### config.mk
export PLATFORM = sky130hd
export DESIGN_NAME = sral_top
export DESIGN_NICKNAME = d
export VERILOG_FILES = /design/src/logic/sral_pkg.sv /design/src/logic/sral_bit_if.sv /design/src/logic/sral_top.sv /design/src/logic/sral_los_detect.sv
export VERILOG_INCLUDE_DIRS = /design/src /design/src/logic
export SDC_FILE = /design/constraint.sdc
export NUM_CORES = 1
export LEC_CHECK = 0
export ABC_AREA = 1
export BUFFER_PORTS_ARGS = -buffer_cell sky130_fd_sc_hd__buf_4
export CAP_MARGIN = 20
export CORE_ASPECT_RATIO = 0.7
export CORE_MARGIN = 4
export CORE_UTILIZATION = 55
export CTS_CLUSTER_SIZE = 10
export DETAILED_ROUTE_END_ITERATION = 12
export GPL_TIMING_DRIVEN = 0
export PLACE_DENSITY_LB_ADDON = 0.08
export SETUP_SLACK_MARGIN = 0.02
export SLEW_MARGIN = 20
export SYNTH_ARGS = -nofsm -noshare
export SYNTH_HDL_FRONTEND = slang
export SYNTH_SLANG_ARGS = --single-unit
### constraint.sdc
create_clock -name i_core_clk -period 2.3 [get_ports i_core_clk]
set_input_delay 0.23 -clock i_core_clk [delete_from_list [all_inputs] [get_ports i_core_clk]]
set_output_delay 0.23 -clock i_core_clk [all_outputs]
set_load 0.03 [all_outputs]
### src/logic/sral_defs.svh
// Constants for the receive alignment and loss-of-signal block.
// Assumes a single core clock that oversamples the serial link clock.
//
// Functional notes
// - Pulse one byte period on third A2
// - Output bytes aligned to recovered frame
// - Declare LOS after 128 zero bits
// - Clear LOS on 16 transitions/128 bits
// - Disable input turns off LOS monitor, mute
// - External signal lost forces output zero
// - Rate select: low STS-3, high STS-12
// - Serial stream converted to 8-bit bytes
// - Bytes change together, first bit in bit7
// - Output zero whole time LOS persists
`ifndef SRAL_DEFS_SVH
`define SRAL_DEFS_SVH

// Framing bytes
`define SRAL_A1 8'hf6
`define SRAL_A2 8'h28
// Third A2 reached when count of earlier ones is two
`define SRAL_A2_BEFORE_LAST 2'h2
`define SRAL_A2_FIRST 2'h1

// Bit positions within a byte period
`define SRAL_BIT_FIRST 3'h0
`define SRAL_BIT_LAST 3'h7
`define SRAL_BIT_HALF 3'h4
`define SRAL_BIT_FALL 3'h3

// Loss-of-signal figures
`define SRAL_LOS_ZERO_RUN 128
`define SRAL_LOS_WINDOW 128
`define SRAL_LOS_MIN_TRANS 16

// Register byte addresses
`define SRAL_ADDR_STATUS 4'h0
`define SRAL_ADDR_CLEAR 4'h4
`define SRAL_ADDR_ENABLE 4'h8
`define SRAL_ADDR_STATE 4'hc

// Event bits
`define SRAL_EV_FRAME 0
`define SRAL_EV_LOS_SET 1
`define SRAL_EV_LOS_CLR 2
`define SRAL_EV_NUM 3

// Synchronised pin index
`define SRAL_PIN_CLK 0
`define SRAL_PIN_DATA 1
`define SRAL_PIN_OOF 2
`define SRAL_PIN_DIS 3
`define SRAL_PIN_EXTN 4
`define SRAL_PIN_RATE 5
`define SRAL_PIN_NUM 6

`endif

### src/logic/sral_pkg.sv
// Types for the receive alignment block.
// Assumes sral_defs.svh is included by the modules that need numbers.
package sral_pkg;

  typedef enum logic [1:0] {
    SRAL_IDLE,
    SRAL_HUNT,
    SRAL_A2
  } sral_frame_state_t;

endpackage : sral_pkg

### src/logic/sral_bit_if.sv
// Carrier between the top and the loss-of-signal detector.
// Assumes both ends share i_core_clk.
`timescale 1ns/10ps
interface sral_bit_if;
  logic bit_stb;
  logic bit_val;
  logic los_disable;
  logic los;

  modport source (output bit_stb, output bit_val, output los_disable, input los);
  modport detector (input bit_stb, input bit_val, input los_disable, output los);
endinterface : sral_bit_if

### src/logic/sral_top.sv
// Receive frame alignment, loss-of-signal mute and byte output.
// Assumes the serial link clock is much slower than i_core_clk.
`timescale 1ns/10ps
`include "sral_defs.svh"
module sral_top (
  // Clock and reset
  input wire logic i_core_clk,
  input wire logic i_arst_n,
  // Serial link
  input wire logic i_rx_serial_clk,
  input wire logic i_rx_serial_data,
  // Control pins
  input wire logic i_out_of_frame_request,
  input wire logic i_los_detect_disable,
  input wire logic i_optical_signal_lost_n,
  input wire logic i_line_rate_select,
  // Register port
  input wire logic [3:0] i_addr,
  input wire logic [31:0] i_wdata,
  input wire logic i_wr,
  input wire logic i_rd,
  output logic [31:0] o_rdata,
  // Parallel output
  output logic [7:0] o_rx_parallel_out,
  output logic o_rx_byte_clock_out,
  output logic o_frame_sync_pulse,
  // Status
  output logic o_line_rate_sts12,
  output logic o_los,
  output logic o_irq
);

  logic [`SRAL_PIN_NUM-1:0] pins;
  logic [`SRAL_PIN_NUM-1:0] sync1;
  logic [`SRAL_PIN_NUM-1:0] sync2;
  logic clk_prev;
  logic bit_stb;
  logic bit_val;
  logic [15:0] sr;
  logic [15:0] next_sr;
  logic [7:0] next_byte;
  logic [7:0] hold;
  logic [2:0] bit_cnt;
  logic [2:0] next_bit_cnt;
  logic byte_end;
  logic upd;
  logic match;
  logic realign;
  logic [1:0] a2_cnt;
  logic frame_arm;
  logic frame_found;
  logic locked;
  logic mute;
  logic out_of_frame_request;
  logic los_dis;
  logic ext_ok;
  logic los;
  logic los_prev;
  logic [`SRAL_EV_NUM-1:0] status;
  logic [`SRAL_EV_NUM-1:0] enable;
  logic [`SRAL_EV_NUM-1:0] events;
  logic [`SRAL_EV_NUM-1:0] clr;
  sral_pkg::sral_frame_state_t state;

  sral_bit_if bif ();

  assign pins = {i_line_rate_select, i_optical_signal_lost_n, i_los_detect_disable,
                 i_out_of_frame_request, i_rx_serial_data, i_rx_serial_clk};

  // Two-stage synchronisers on every pin
  genvar g;
  generate
    for (g = 0; g < `SRAL_PIN_NUM; g++) begin : g_sync
      always_ff @(posedge i_core_clk or negedge i_arst_n) begin
        if (!i_arst_n) begin
          sync1[g] <= 1'b0;
          sync2[g] <= 1'b0;
        end else begin
          sync1[g] <= pins[g];
          sync2[g] <= sync1[g];
        end
      end
    end
  endgenerate

  assign out_of_frame_request = sync2[`SRAL_PIN_OOF];
  assign los_dis = sync2[`SRAL_PIN_DIS];
  assign ext_ok = sync2[`SRAL_PIN_EXTN];

  // Bit taken on each rising link clock edge
  always_ff @(posedge i_core_clk or negedge i_arst_n) begin
    if (!i_arst_n) begin
      clk_prev <= 1'b0;
      bit_stb <= 1'b0;
      bit_val <= 1'b0;
    end else begin
      clk_prev <= sync2[`SRAL_PIN_CLK];
      bit_stb <= sync2[`SRAL_PIN_CLK] & ~clk_prev;
      bit_val <= sync2[`SRAL_PIN_DATA];
    end
  end

  assign bif.bit_stb = bit_stb;
  assign bif.bit_val = bit_val;
  assign bif.los_disable = los_dis;
  assign los = bif.los;

  sral_los_detect sral_los_detect_inst (
    .i_core_clk(i_core_clk),
    .i_arst_n(i_arst_n),
    .bus(bif.detector)
  );

  assign next_sr = {sr[14:0], bit_val};
  assign next_byte = next_sr[7:0];
  assign byte_end = bit_stb && bit_cnt == `SRAL_BIT_LAST;
  // Sliding match covers every bit offset
  assign match = next_sr == {`SRAL_A1, `SRAL_A2};
  assign realign = bit_stb && out_of_frame_request && state == sral_pkg::SRAL_HUNT && match;
  assign next_bit_cnt = realign ? `SRAL_BIT_FIRST : bit_cnt + 1'b1;
  // Data moves only where the byte clock falls
  assign upd = bit_stb && next_bit_cnt == `SRAL_BIT_HALF;

  always_ff @(posedge i_core_clk or negedge i_arst_n) begin
    if (!i_arst_n) begin
      sr <= '0;
    end else if (bit_stb) begin
      sr <= next_sr;
    end
  end

  // Byte boundary moves to the recovered frame
  always_ff @(posedge i_core_clk or negedge i_arst_n) begin
    if (!i_arst_n) begin
      bit_cnt <= `SRAL_BIT_FIRST;
    end else if (bit_stb) begin
      bit_cnt <= next_bit_cnt;
    end
  end

  // First received bit lands in bit 7
  always_ff @(posedge i_core_clk or negedge i_arst_n) begin
    if (!i_arst_n) begin
      hold <= '0;
    end else if (byte_end) begin
      hold <= next_byte;
    end
  end

  // Search runs only while the framer asks
  always_ff @(posedge i_core_clk or negedge i_arst_n) begin
    if (!i_arst_n) begin
      state <= sral_pkg::SRAL_IDLE;
      a2_cnt <= '0;
      frame_found <= 1'b0;
    end else begin
      frame_found <= 1'b0;
      if (!out_of_frame_request) begin
        state <= sral_pkg::SRAL_IDLE;
      end else begin
        unique case (state)
          sral_pkg::SRAL_IDLE: begin
            state <= sral_pkg::SRAL_HUNT;
          end
          sral_pkg::SRAL_HUNT: begin
            if (realign) begin
              a2_cnt <= `SRAL_A2_FIRST;
              state <= sral_pkg::SRAL_A2;
            end
          end
          sral_pkg::SRAL_A2: begin
            if (byte_end) begin
              if (next_byte != `SRAL_A2) begin
                state <= sral_pkg::SRAL_HUNT;
              end else if (a2_cnt == `SRAL_A2_BEFORE_LAST) begin
                frame_found <= 1'b1;
                state <= sral_pkg::SRAL_HUNT;
              end else begin
                a2_cnt <= a2_cnt + 1'b1;
              end
            end
          end
        endcase
      end
    end
  end

  always_ff @(posedge i_core_clk or negedge i_arst_n) begin
    if (!i_arst_n) begin
      locked <= 1'b0;
    end else if (frame_found) begin
      locked <= 1'b1;
    end else if (realign) begin
      locked <= 1'b0;
    end
  end

  // Pulse lines up with the third A2 on the bus
  always_ff @(posedge i_core_clk or negedge i_arst_n) begin
    if (!i_arst_n) begin
      frame_arm <= 1'b0;
      o_frame_sync_pulse <= 1'b0;
    end else begin
      if (frame_found) begin
        frame_arm <= 1'b1;
      end else if (upd) begin
        frame_arm <= 1'b0;
      end
      if (upd) begin
        o_frame_sync_pulse <= frame_arm;
      end
    end
  end

  // Byte clock high for bits 0..3, falls as data changes
  always_ff @(posedge i_core_clk or negedge i_arst_n) begin
    if (!i_arst_n) begin
      o_rx_byte_clock_out <= 1'b0;
    end else if (bit_stb) begin
      o_rx_byte_clock_out <= next_bit_cnt < `SRAL_BIT_HALF;
    end
  end

  // Internal loss mutes only when monitoring on
  assign mute = (los && !los_dis) || !ext_ok;

  // Output held at zero while loss persists
  always_ff @(posedge i_core_clk or negedge i_arst_n) begin
    if (!i_arst_n) begin
      o_rx_parallel_out <= '0;
    end else if (mute) begin
      o_rx_parallel_out <= '0;
    end else if (upd) begin
      o_rx_parallel_out <= hold;
    end
  end

  // Line rate reported from the select pin
  always_ff @(posedge i_core_clk or negedge i_arst_n) begin
    if (!i_arst_n) begin
      o_line_rate_sts12 <= 1'b0;
      o_los <= 1'b0;
    end else begin
      o_line_rate_sts12 <= sync2[`SRAL_PIN_RATE];
      o_los <= los;
    end
  end

  // Events and sticky status, set wins over clear
  always_ff @(posedge i_core_clk or negedge i_arst_n) begin
    if (!i_arst_n) begin
      los_prev <= 1'b0;
    end else begin
      los_prev <= los;
    end
  end

  assign events[`SRAL_EV_FRAME] = frame_found;
  assign events[`SRAL_EV_LOS_SET] = los & ~los_prev;
  assign events[`SRAL_EV_LOS_CLR] = ~los & los_prev;
  assign clr = (i_wr && i_addr == `SRAL_ADDR_CLEAR) ? i_wdata[`SRAL_EV_NUM-1:0] : '0;

  always_ff @(posedge i_core_clk or negedge i_arst_n) begin
    if (!i_arst_n) begin
      status <= '0;
    end else begin
      status <= (status & ~clr) | events;
    end
  end

  always_ff @(posedge i_core_clk or negedge i_arst_n) begin
    if (!i_arst_n) begin
      enable <= '0;
    end else if (i_wr && i_addr == `SRAL_ADDR_ENABLE) begin
      enable <= i_wdata[`SRAL_EV_NUM-1:0];
    end
  end

  always_ff @(posedge i_core_clk or negedge i_arst_n) begin
    if (!i_arst_n) begin
      o_irq <= 1'b0;
    end else begin
      o_irq <= |(status & enable);
    end
  end

  // Read data, zero for unmapped and write-only
  always_ff @(posedge i_core_clk or negedge i_arst_n) begin
    if (!i_arst_n) begin
      o_rdata <= '0;
    end else if (i_rd) begin
      unique case (i_addr)
        `SRAL_ADDR_STATUS: o_rdata <= 32'(status);
        `SRAL_ADDR_ENABLE: o_rdata <= 32'(enable);
        `SRAL_ADDR_STATE: o_rdata <= 32'({mute, o_line_rate_sts12, locked, los, out_of_frame_request});
        default: o_rdata <= '0;
      endcase
    end else begin
      o_rdata <= '0;
    end
  end

  a_pulse_from_arm: assert property (@(posedge i_core_clk) disable iff (!i_arst_n)
    upd |=> o_frame_sync_pulse == $past(frame_arm))
    else $error("frame pulse does not follow armed third A2");

  a_third_a2_only: assert property (@(posedge i_core_clk) disable iff (!i_arst_n)
    frame_found |-> $past(state) == sral_pkg::SRAL_A2 && $past(a2_cnt) == `SRAL_A2_BEFORE_LAST
      && $past(out_of_frame_request))
    else $error("frame found without three A2 bytes");

  a_realign_boundary: assert property (@(posedge i_core_clk) disable iff (!i_arst_n)
    realign |=> bit_cnt == `SRAL_BIT_FIRST && state == sral_pkg::SRAL_A2)
    else $error("byte boundary not moved on framing match");

  a_mute_external: assert property (@(posedge i_core_clk) disable iff (!i_arst_n)
    !ext_ok |=> o_rx_parallel_out == 8'h00)
    else $error("output not zero while external signal lost");

  a_mute_los: assert property (@(posedge i_core_clk) disable iff (!i_arst_n)
    los && !los_dis |=> o_rx_parallel_out == 8'h00)
    else $error("output not zero during loss of signal");

  a_output_update: assert property (@(posedge i_core_clk) disable iff (!i_arst_n)
    upd && !mute |=> o_rx_parallel_out == $past(hold) && !o_rx_byte_clock_out)
    else $error("byte not presented on byte clock fall");

  a_irq_level: assert property (@(posedge i_core_clk) disable iff (!i_arst_n)
    |(status & enable) |=> o_irq)
    else $error("interrupt not raised for enabled status");

  a_rate_follow: assert property (@(posedge i_core_clk) disable iff (!i_arst_n)
    ##1 o_line_rate_sts12 == $past(sync2[`SRAL_PIN_RATE]))
    else $error("line rate indication does not follow select");

  c_frame_pulse: cover property (@(posedge i_core_clk) disable iff (!i_arst_n)
    $rose(o_frame_sync_pulse));
  c_ext_mute: cover property (@(posedge i_core_clk) disable iff (!i_arst_n)
    $fell(ext_ok));

endmodule : sral_top

### src/logic/sral_los_detect.sv
// Loss-of-signal detector on the recovered bit stream.
// Assumes one bit strobe per serial bit, on the core clock.
`timescale 1ns/10ps
`include "sral_defs.svh"
module sral_los_detect #(
  parameter int ZERO_RUN = `SRAL_LOS_ZERO_RUN,
  parameter int WINDOW = `SRAL_LOS_WINDOW,
  parameter int MIN_TRANS = `SRAL_LOS_MIN_TRANS
) (
  // Clock and reset
  input wire logic i_core_clk,
  input wire logic i_arst_n,
  // Bit stream
  sral_bit_if.detector bus
);

  localparam int ZW = $clog2(ZERO_RUN + 1);
  localparam int TW = $clog2(WINDOW + 1);

  logic [ZW-1:0] zero_cnt;
  logic [TW-1:0] trans_cnt;
  logic [WINDOW-1:0] win;
  logic prev_bit;
  logic los;
  logic trans;

  assign trans = bus.bit_val ^ prev_bit;
  assign bus.los = los;

  always_ff @(posedge i_core_clk or negedge i_arst_n) begin
    if (!i_arst_n) begin
      zero_cnt <= '0;
    end else if (bus.bit_stb) begin
      if (bus.bit_val) begin
        zero_cnt <= '0;
      end else if (zero_cnt != ZW'(ZERO_RUN)) begin
        zero_cnt <= zero_cnt + 1'b1;
      end
    end
  end

  always_ff @(posedge i_core_clk or negedge i_arst_n) begin
    if (!i_arst_n) begin
      prev_bit <= 1'b0;
      win <= '0;
      trans_cnt <= '0;
    end else if (bus.bit_stb) begin
      prev_bit <= bus.bit_val;
      win <= {win[WINDOW-2:0], trans};
      trans_cnt <= trans_cnt + TW'(trans) - TW'(win[WINDOW-1]);
    end
  end

  always_ff @(posedge i_core_clk or negedge i_arst_n) begin
    if (!i_arst_n) begin
      los <= 1'b0;
    end else if (bus.los_disable) begin
      los <= 1'b0;
    end else if (bus.bit_stb && !bus.bit_val && zero_cnt == ZW'(ZERO_RUN - 1)) begin
      los <= 1'b1;
    end else if (los && trans_cnt >= TW'(MIN_TRANS)) begin
      los <= 1'b0;
    end
  end

  a_los_declare: assert property (@(posedge i_core_clk) disable iff (!i_arst_n)
    bus.bit_stb && !bus.bit_val && !bus.los_disable && zero_cnt == ZW'(ZERO_RUN - 1)
    |=> los)
    else $error("loss of signal not declared after zero run");

  a_los_clear: assert property (@(posedge i_core_clk) disable iff (!i_arst_n)
    $fell(los) && !$past(bus.los_disable) |-> $past(trans_cnt) >= TW'(MIN_TRANS))
    else $error("loss of signal cleared without enough transitions");

  a_los_disabled: assert property (@(posedge i_core_clk) disable iff (!i_arst_n)
    bus.los_disable |=> !los)
    else $error("loss of signal held while monitoring disabled");

  c_los_rise: cover property (@(posedge i_core_clk) disable iff (!i_arst_n) $rose(los));
  c_los_fall: cover property (@(posedge i_core_clk) disable iff (!i_arst_n)
    $fell(los) && !bus.los_disable);

endmodule : sral_los_detect

### Word level (Yosys, flattened, before mapping)

Cells that the tools add are included.

| word-level totals | value |
|---|---|
| output and inout port bits | 45 |
| flip-flop bits (word level) | 245 |

| cells by class | value |
|---|---|
| equality and inequality tests | 19 |
| add/sub/neg operators | 5 |
| mux-type cells | 31 |
| $lt $le $gt $ge | 2 |
| bitwise gates (word level) | 11 |
| reduce and logical (&&, ||, !) cells | 27 |

Operator list:

| kind | number |
|---|---|
| $mux 32 | 1 |
| $mux 8 | 4 |
| $mux 2 | 9 |
| $eq 16x16->1 const B | 1 |
| $pmux 5 s3 | 1 |
| $mux 1 | 12 |
| $logic_and 1x1->1 | 11 |
| $reduce_bool 2->1 | 5 |
| $add 8x1->8 | 1 |
| $add 8x1->8 const B | 1 |
| $eq 4x4->1 const B | 2 |
| $eq 8x7->1 const B | 1 |
| $ge 8x5->1 const B | 1 |
| $ne 2x2->1 const B | 4 |
| $ne 8x6->1 const B | 1 |
| $ne 8x8->1 const B | 1 |
| $sub 8x1->8 | 1 |
| $and 3x3->3 | 2 |
| $eq 3x3->1 const B | 2 |
| $mux 3 | 2 |
| $ne 3x3->1 const B | 2 |
| $pmux 2 s3 | 1 |
| $reduce_and 6->1 | 1 |
| $eq 2x2->1 const B | 2 |
| 20 further kinds | 26 |

### Logic depth before layout (Yosys ltp)

| logic depth | value |
|---|---|
| depth in word-level cells | 8 |
| gate-level depth with buffers | 11 |
| mapped depth without buffers | 11 |

### By module

Synthesis repeated with hierarchy kept, for this count alone.

| second synthesis, totals | value |
|---|---|
| cells, all modules | 997 |
| area total of the unflattened synthesis | 9,126.3 sq um |

By module, submodules not included:

| module | area each (sq um) | sequential area each (sq um) | times used | cells an instance |
|---|---|---|---|---|
| sral_los_detect | 6,034.5 | 3,653.5 | 1 | 662 |
| sral_top | 3,091.7 | 1,801.7 | 1 | 335 |

### Worst setup path before layout

OpenSTA, ideal clock, no wires.

| timing | value |
|---|---|
| path type | reg-to-reg |
| start | register bit_val, in the netlist bif.bit_val |
| end | register sral_los_detect_inst.trans_cnt[4] |
| path slack | 0.469 ns |
| stages on the path, launching flop included | 9 |
| clock period less this slack | 1.831 ns |
| data arrival time | 1.696 ns |
| cell sequence | dfrtp_1 -> inv_2 -> ha_1 -> ha_1 -> fa_1 -> nand2_1 -> nor2_1 -> nor3_1 -> o22ai_1 |

| on the way | value |
|---|---|
| longest elaborated chain between the ends | 3 |

RTL lines:

| element | line | source |
|---|---|---|
| start, declared | sral_top.sv:38 | `logic bit_val;` |
| start signal, assigned | sral_top.sv:99 | `` bit_val <= sync2[`SRAL_PIN_DATA]; `` |
| $xor 1x1->1 | sral_los_detect.sv:27 | `assign trans = bus.bit_val ^ prev_bit;` |
| via sral_los_detect_inst.trans | sral_los_detect.sv:25 | `logic trans;` |
| $add 8x1->8 | sral_los_detect.sv:50 | `trans_cnt <= trans_cnt + TW'(trans) - TW'(win[WINDOW-1]);` |
| $sub 8x1->8 | sral_los_detect.sv:50 |  |
| end signal, assigned | sral_los_detect.sv:50 |  |
| end, declared | sral_los_detect.sv:21 | `logic [TW-1:0] trans_cnt;` |

The timed path passes the listed nets, and every way through them passes these cells.
A chain may end at the register's enable or synchronous reset.

### Worst setup path after layout

| timing | value |
|---|---|
| start | register bit_val, in the netlist bif.bit_val |
| end | register sral_los_detect_inst.trans_cnt[6] |

The elaborated chain is that of the path after synthesis.

==> qor.yml <==
clock_network:
  htree_levels: 1
  clk_path_buf_depth: 3
  cts_root_buf: "clkbuf_16"
  cts_buffers: 25
  path_clk_slew_ns: 0.05
  post_cts_buffers: 0
  cts.sinks: 217
  insertion_delay_ns: 0.51
  cts_tree: "done"
final_layout:
  layout_commonest_cell: "nand2_1"
  nNetsFinal: 1137
  synthToLayoutAreaGrowth_pct: 15.97
  diodes: 0
  final_cell_mix: "248 x nand2_1, 217 x dfrtp_1, 168 x o21ai_0"
  drive_gt1_share_pct: 11.56
  finalNonFillerCells: 1293
sta:
  relSlewSlack_pct: 63.12
  period_minus_slack_ns: 2.079
  setup_slack_ns: 0.2209
  finalCritPeriodShare_pct: 90.40
  rsz0062_at_grt: "false"
  max_clock_freq_mhz: 481.0
  skew_ns: 0.01190
  whs_ns: 0.01061
  drv_slew: 0
  finalHoldViolCount: 0
  finalSetupViolCount: 0
  tightest_slew_ns: 0.5490
logic_synthesis:
  synth_seq_cells: 217
  synth.distinct_cells: 35
  syn_area_mm2: 0.009035
  yosys_warnings: 0
  yosysSeqAreaShare_pct: 60.10
  postSynthCellCount: 973
  syn-mean-instance-area_um2: 9.286
global_routing:
  overflow: 0
  grt_first_pass_wirelength_mm: 30.11
  grt_pass1_vias: 6265
  grt_max_degree: 101
  grt_use_total_pct: 19.38
  antenna_found_initial: 0
power_and_ir_drop:
  ir_drop_v: 0.0005218
  finalPower_uw: 9392
  p_leak_uw: 0.005064
  power_density_mw_per_mm2: 896.4
detailed_routing:
  drt-total-wl_mm: 17.25
  firstDrtPassIters: 5
  drc: 0
  num_vias: 6393
  viasPerCell: 4.944
  drt_iter0_drc: 516
  ant_nets: 0
  wire_per_inst_um: 13.34
hold_path:
  hold_path_class: "in2reg"
setup_path:
  start_kind: "register"
  worstPathRequired_ns: 2.68
  critPathCaptureType: "register"
  cp.arrival_ns: 2.46
  worstSetupPathType: "reg2reg"
  worstPathMaxFanout: 8
placed_design:
  gp_congestion: 0.8542
  dpl.cell_count: 1255
  place.port_buffers: 34
  post-dp-hpwl_mm: 11.44
  pre_cts_ws_ns: 0.2305
floorplan:
  initial_core_util_pct: 57.24
  die_y_um: 115.2
  die_w_um: 161.2
  dieArea_mm2: 0.01857
  rows: 38
  core_area_mm2: 0.01579
  ios: 91
status:
  status: "finished clean"
flow_run:
  cap_violations: 0
[power breakdown]
group / switching (µW) / internal (µW)
Clock: 1380 / 1950
Combinational: 1070 / 637
Sequential: 198 / 4150
Total: 2660 / 6730
[worst paths after layout]
path,startpoint,to,slack [ns],cells after the start
setup / recovery,bif.bit_val,sral_los_detect_inst.trans_cnt[6],0.22,8
hold / removal,i_wdata[2],enable[2],0.01,3
setup reg to reg,bif.bit_val,sral_los_detect_inst.trans_cnt[6],0.22,8
hold reg to reg,sync1[3],bif.los_disable,0.35,0
max in group asynchronous,i_arst_n,sral_los_detect_inst.win[119],1.36,3
min in group asynchronous,i_arst_n,sral_los_detect_inst.win[35],0.19,2
[worst max-delay path, cell delays in order (launching register included)]
cell and delay [ns]:
dfrtp_1 0.40, inv_2 0.15, ha_1 0.30, ha_1 0.24
fa_1 0.42, nand4_1 0.11, nand3_1 0.09, xnor2_1 0.15
o21ai_0 0.09
[cells in the mapped netlist]
| library cell | instances | area [µm²] |
|---|---|---|
| nor2_1 | 35 | 131.4 |
| nor3b_1 | 1 | 7.510 |
| ha_1 | 18 | 225.2 |
| or2_2 | 1 | 6.260 |
| a21o_1 | 1 | 7.510 |
| clkbuf_1 | 19 | 71.32 |
| nand3_4 | 1 | 17.52 |
| inv_1 | 129 | 484.2 |
| dfrtp_1 | 217 | 5430 |
| nand4_1 | 10 | 62.56 |
| xnor2_1 | 3 | 26.28 |
| nor3_1 | 8 | 40.04 |
| o21a_1 | 2 | 15.01 |
| nor3_4 | 1 | 16.27 |
| o211ai_1 | 3 | 22.52 |
| nand2_1 | 248 | 930.9 |
| nand3b_1 | 2 | 15.01 |
| inv_2 | 3 | 11.26 |
| nor2_2 | 2 | 12.51 |
| buf_6 | 3 | 33.78 |
| buf_2 | 15 | 75.07 |
| o21ai_2 | 2 | 17.52 |
| o21ai_0 | 168 | 840.8 |
| xor2_1 | 3 | 26.28 |
| o22ai_1 | 2 | 12.51 |
| nand2_2 | 3 | 18.77 |
| nand4_4 | 1 | 21.27 |
| a21oi_1 | 8 | 40.04 |
| o31ai_1 | 2 | 15.01 |
| o21bai_1 | 2 | 15.01 |
| conb_1 | 1 | 3.750 |
| nand3_1 | 29 | 145.1 |
| buf_4 | 28 | 210.2 |
| inv_4 | 1 | 6.260 |
| fa_1 | 1 | 20.02 |
[kinds of logic (layout without fill, tap and decap cells)]
logic type | Yosys count | in the layout | share of synthesized area, %
compound gates | 190 | 190 | 10.91
xor+xnor | 6 | 6 | 0.5817
fa+ha+maj | 19 | 19 | 2.714
buf+inv | 198 | 272 | 9.874
flops | 217 | 217 | 60.10
other cells | 1 | 27 | 0.04151
simple gates | 342 | 342 | 15.77
[timing repair]
action / CTS / global route
endpoints found under the hold margin: 116 / 0
resized for setup: 0 / 0
hold buffers: 10 / 0
[stage by stage]
step	cell area, µm²	utilization, %	setup TNS [ns]
6_report	10480	66.38	0
5_1_grt	10480	66.38	0
4_1_cts	10480	66.38	0
3_5_place_dp	9726	61.61	0
3_3_place_gp	9663	61.22	-120.62
2_1_floorplan	9133	-	0
[layer usage]
metal  share of wire [%]  vias up  wire (µm)  global-route usage (%)
li1                    -     3194          -                       -
met1                  52     3083       8975                   30.34
met3                 3.9       23        665                   3.368
met2                  43       93       7334                   28.88
met5                   0        -          0                       0
met4                 1.6        0        271                   3.920
[state kept, by name, summed over array words and instances, names as in the netlist, 2 cells and up]
name	count
status	3
sral_los_detect_inst.win	128
a2_cnt	2
o_rdata	5
sync2	3
bit_cnt	3
sr	15
hold	8
state	2
sral_los_detect_inst.zero_cnt	8
sral_los_detect_inst.trans_cnt	8
sync1	6
o_rx_parallel_out	8
enable	3
[layout make-up]
cell class                      instances  area [µm²]
Sequential cell                       217        5430
Tap cell                              220       275.3
Multi-Input combinational cell        584        2810
Fill cell                            1291        5308
Clock buffer                           27       643.1
Timing Repair Buffer                   46       417.9
Clock inverter                          1       8.758
Buffer                                 65       390.4
Inverter                              133       501.7
No activity file was read; power rests on OpenSTA's default activity.
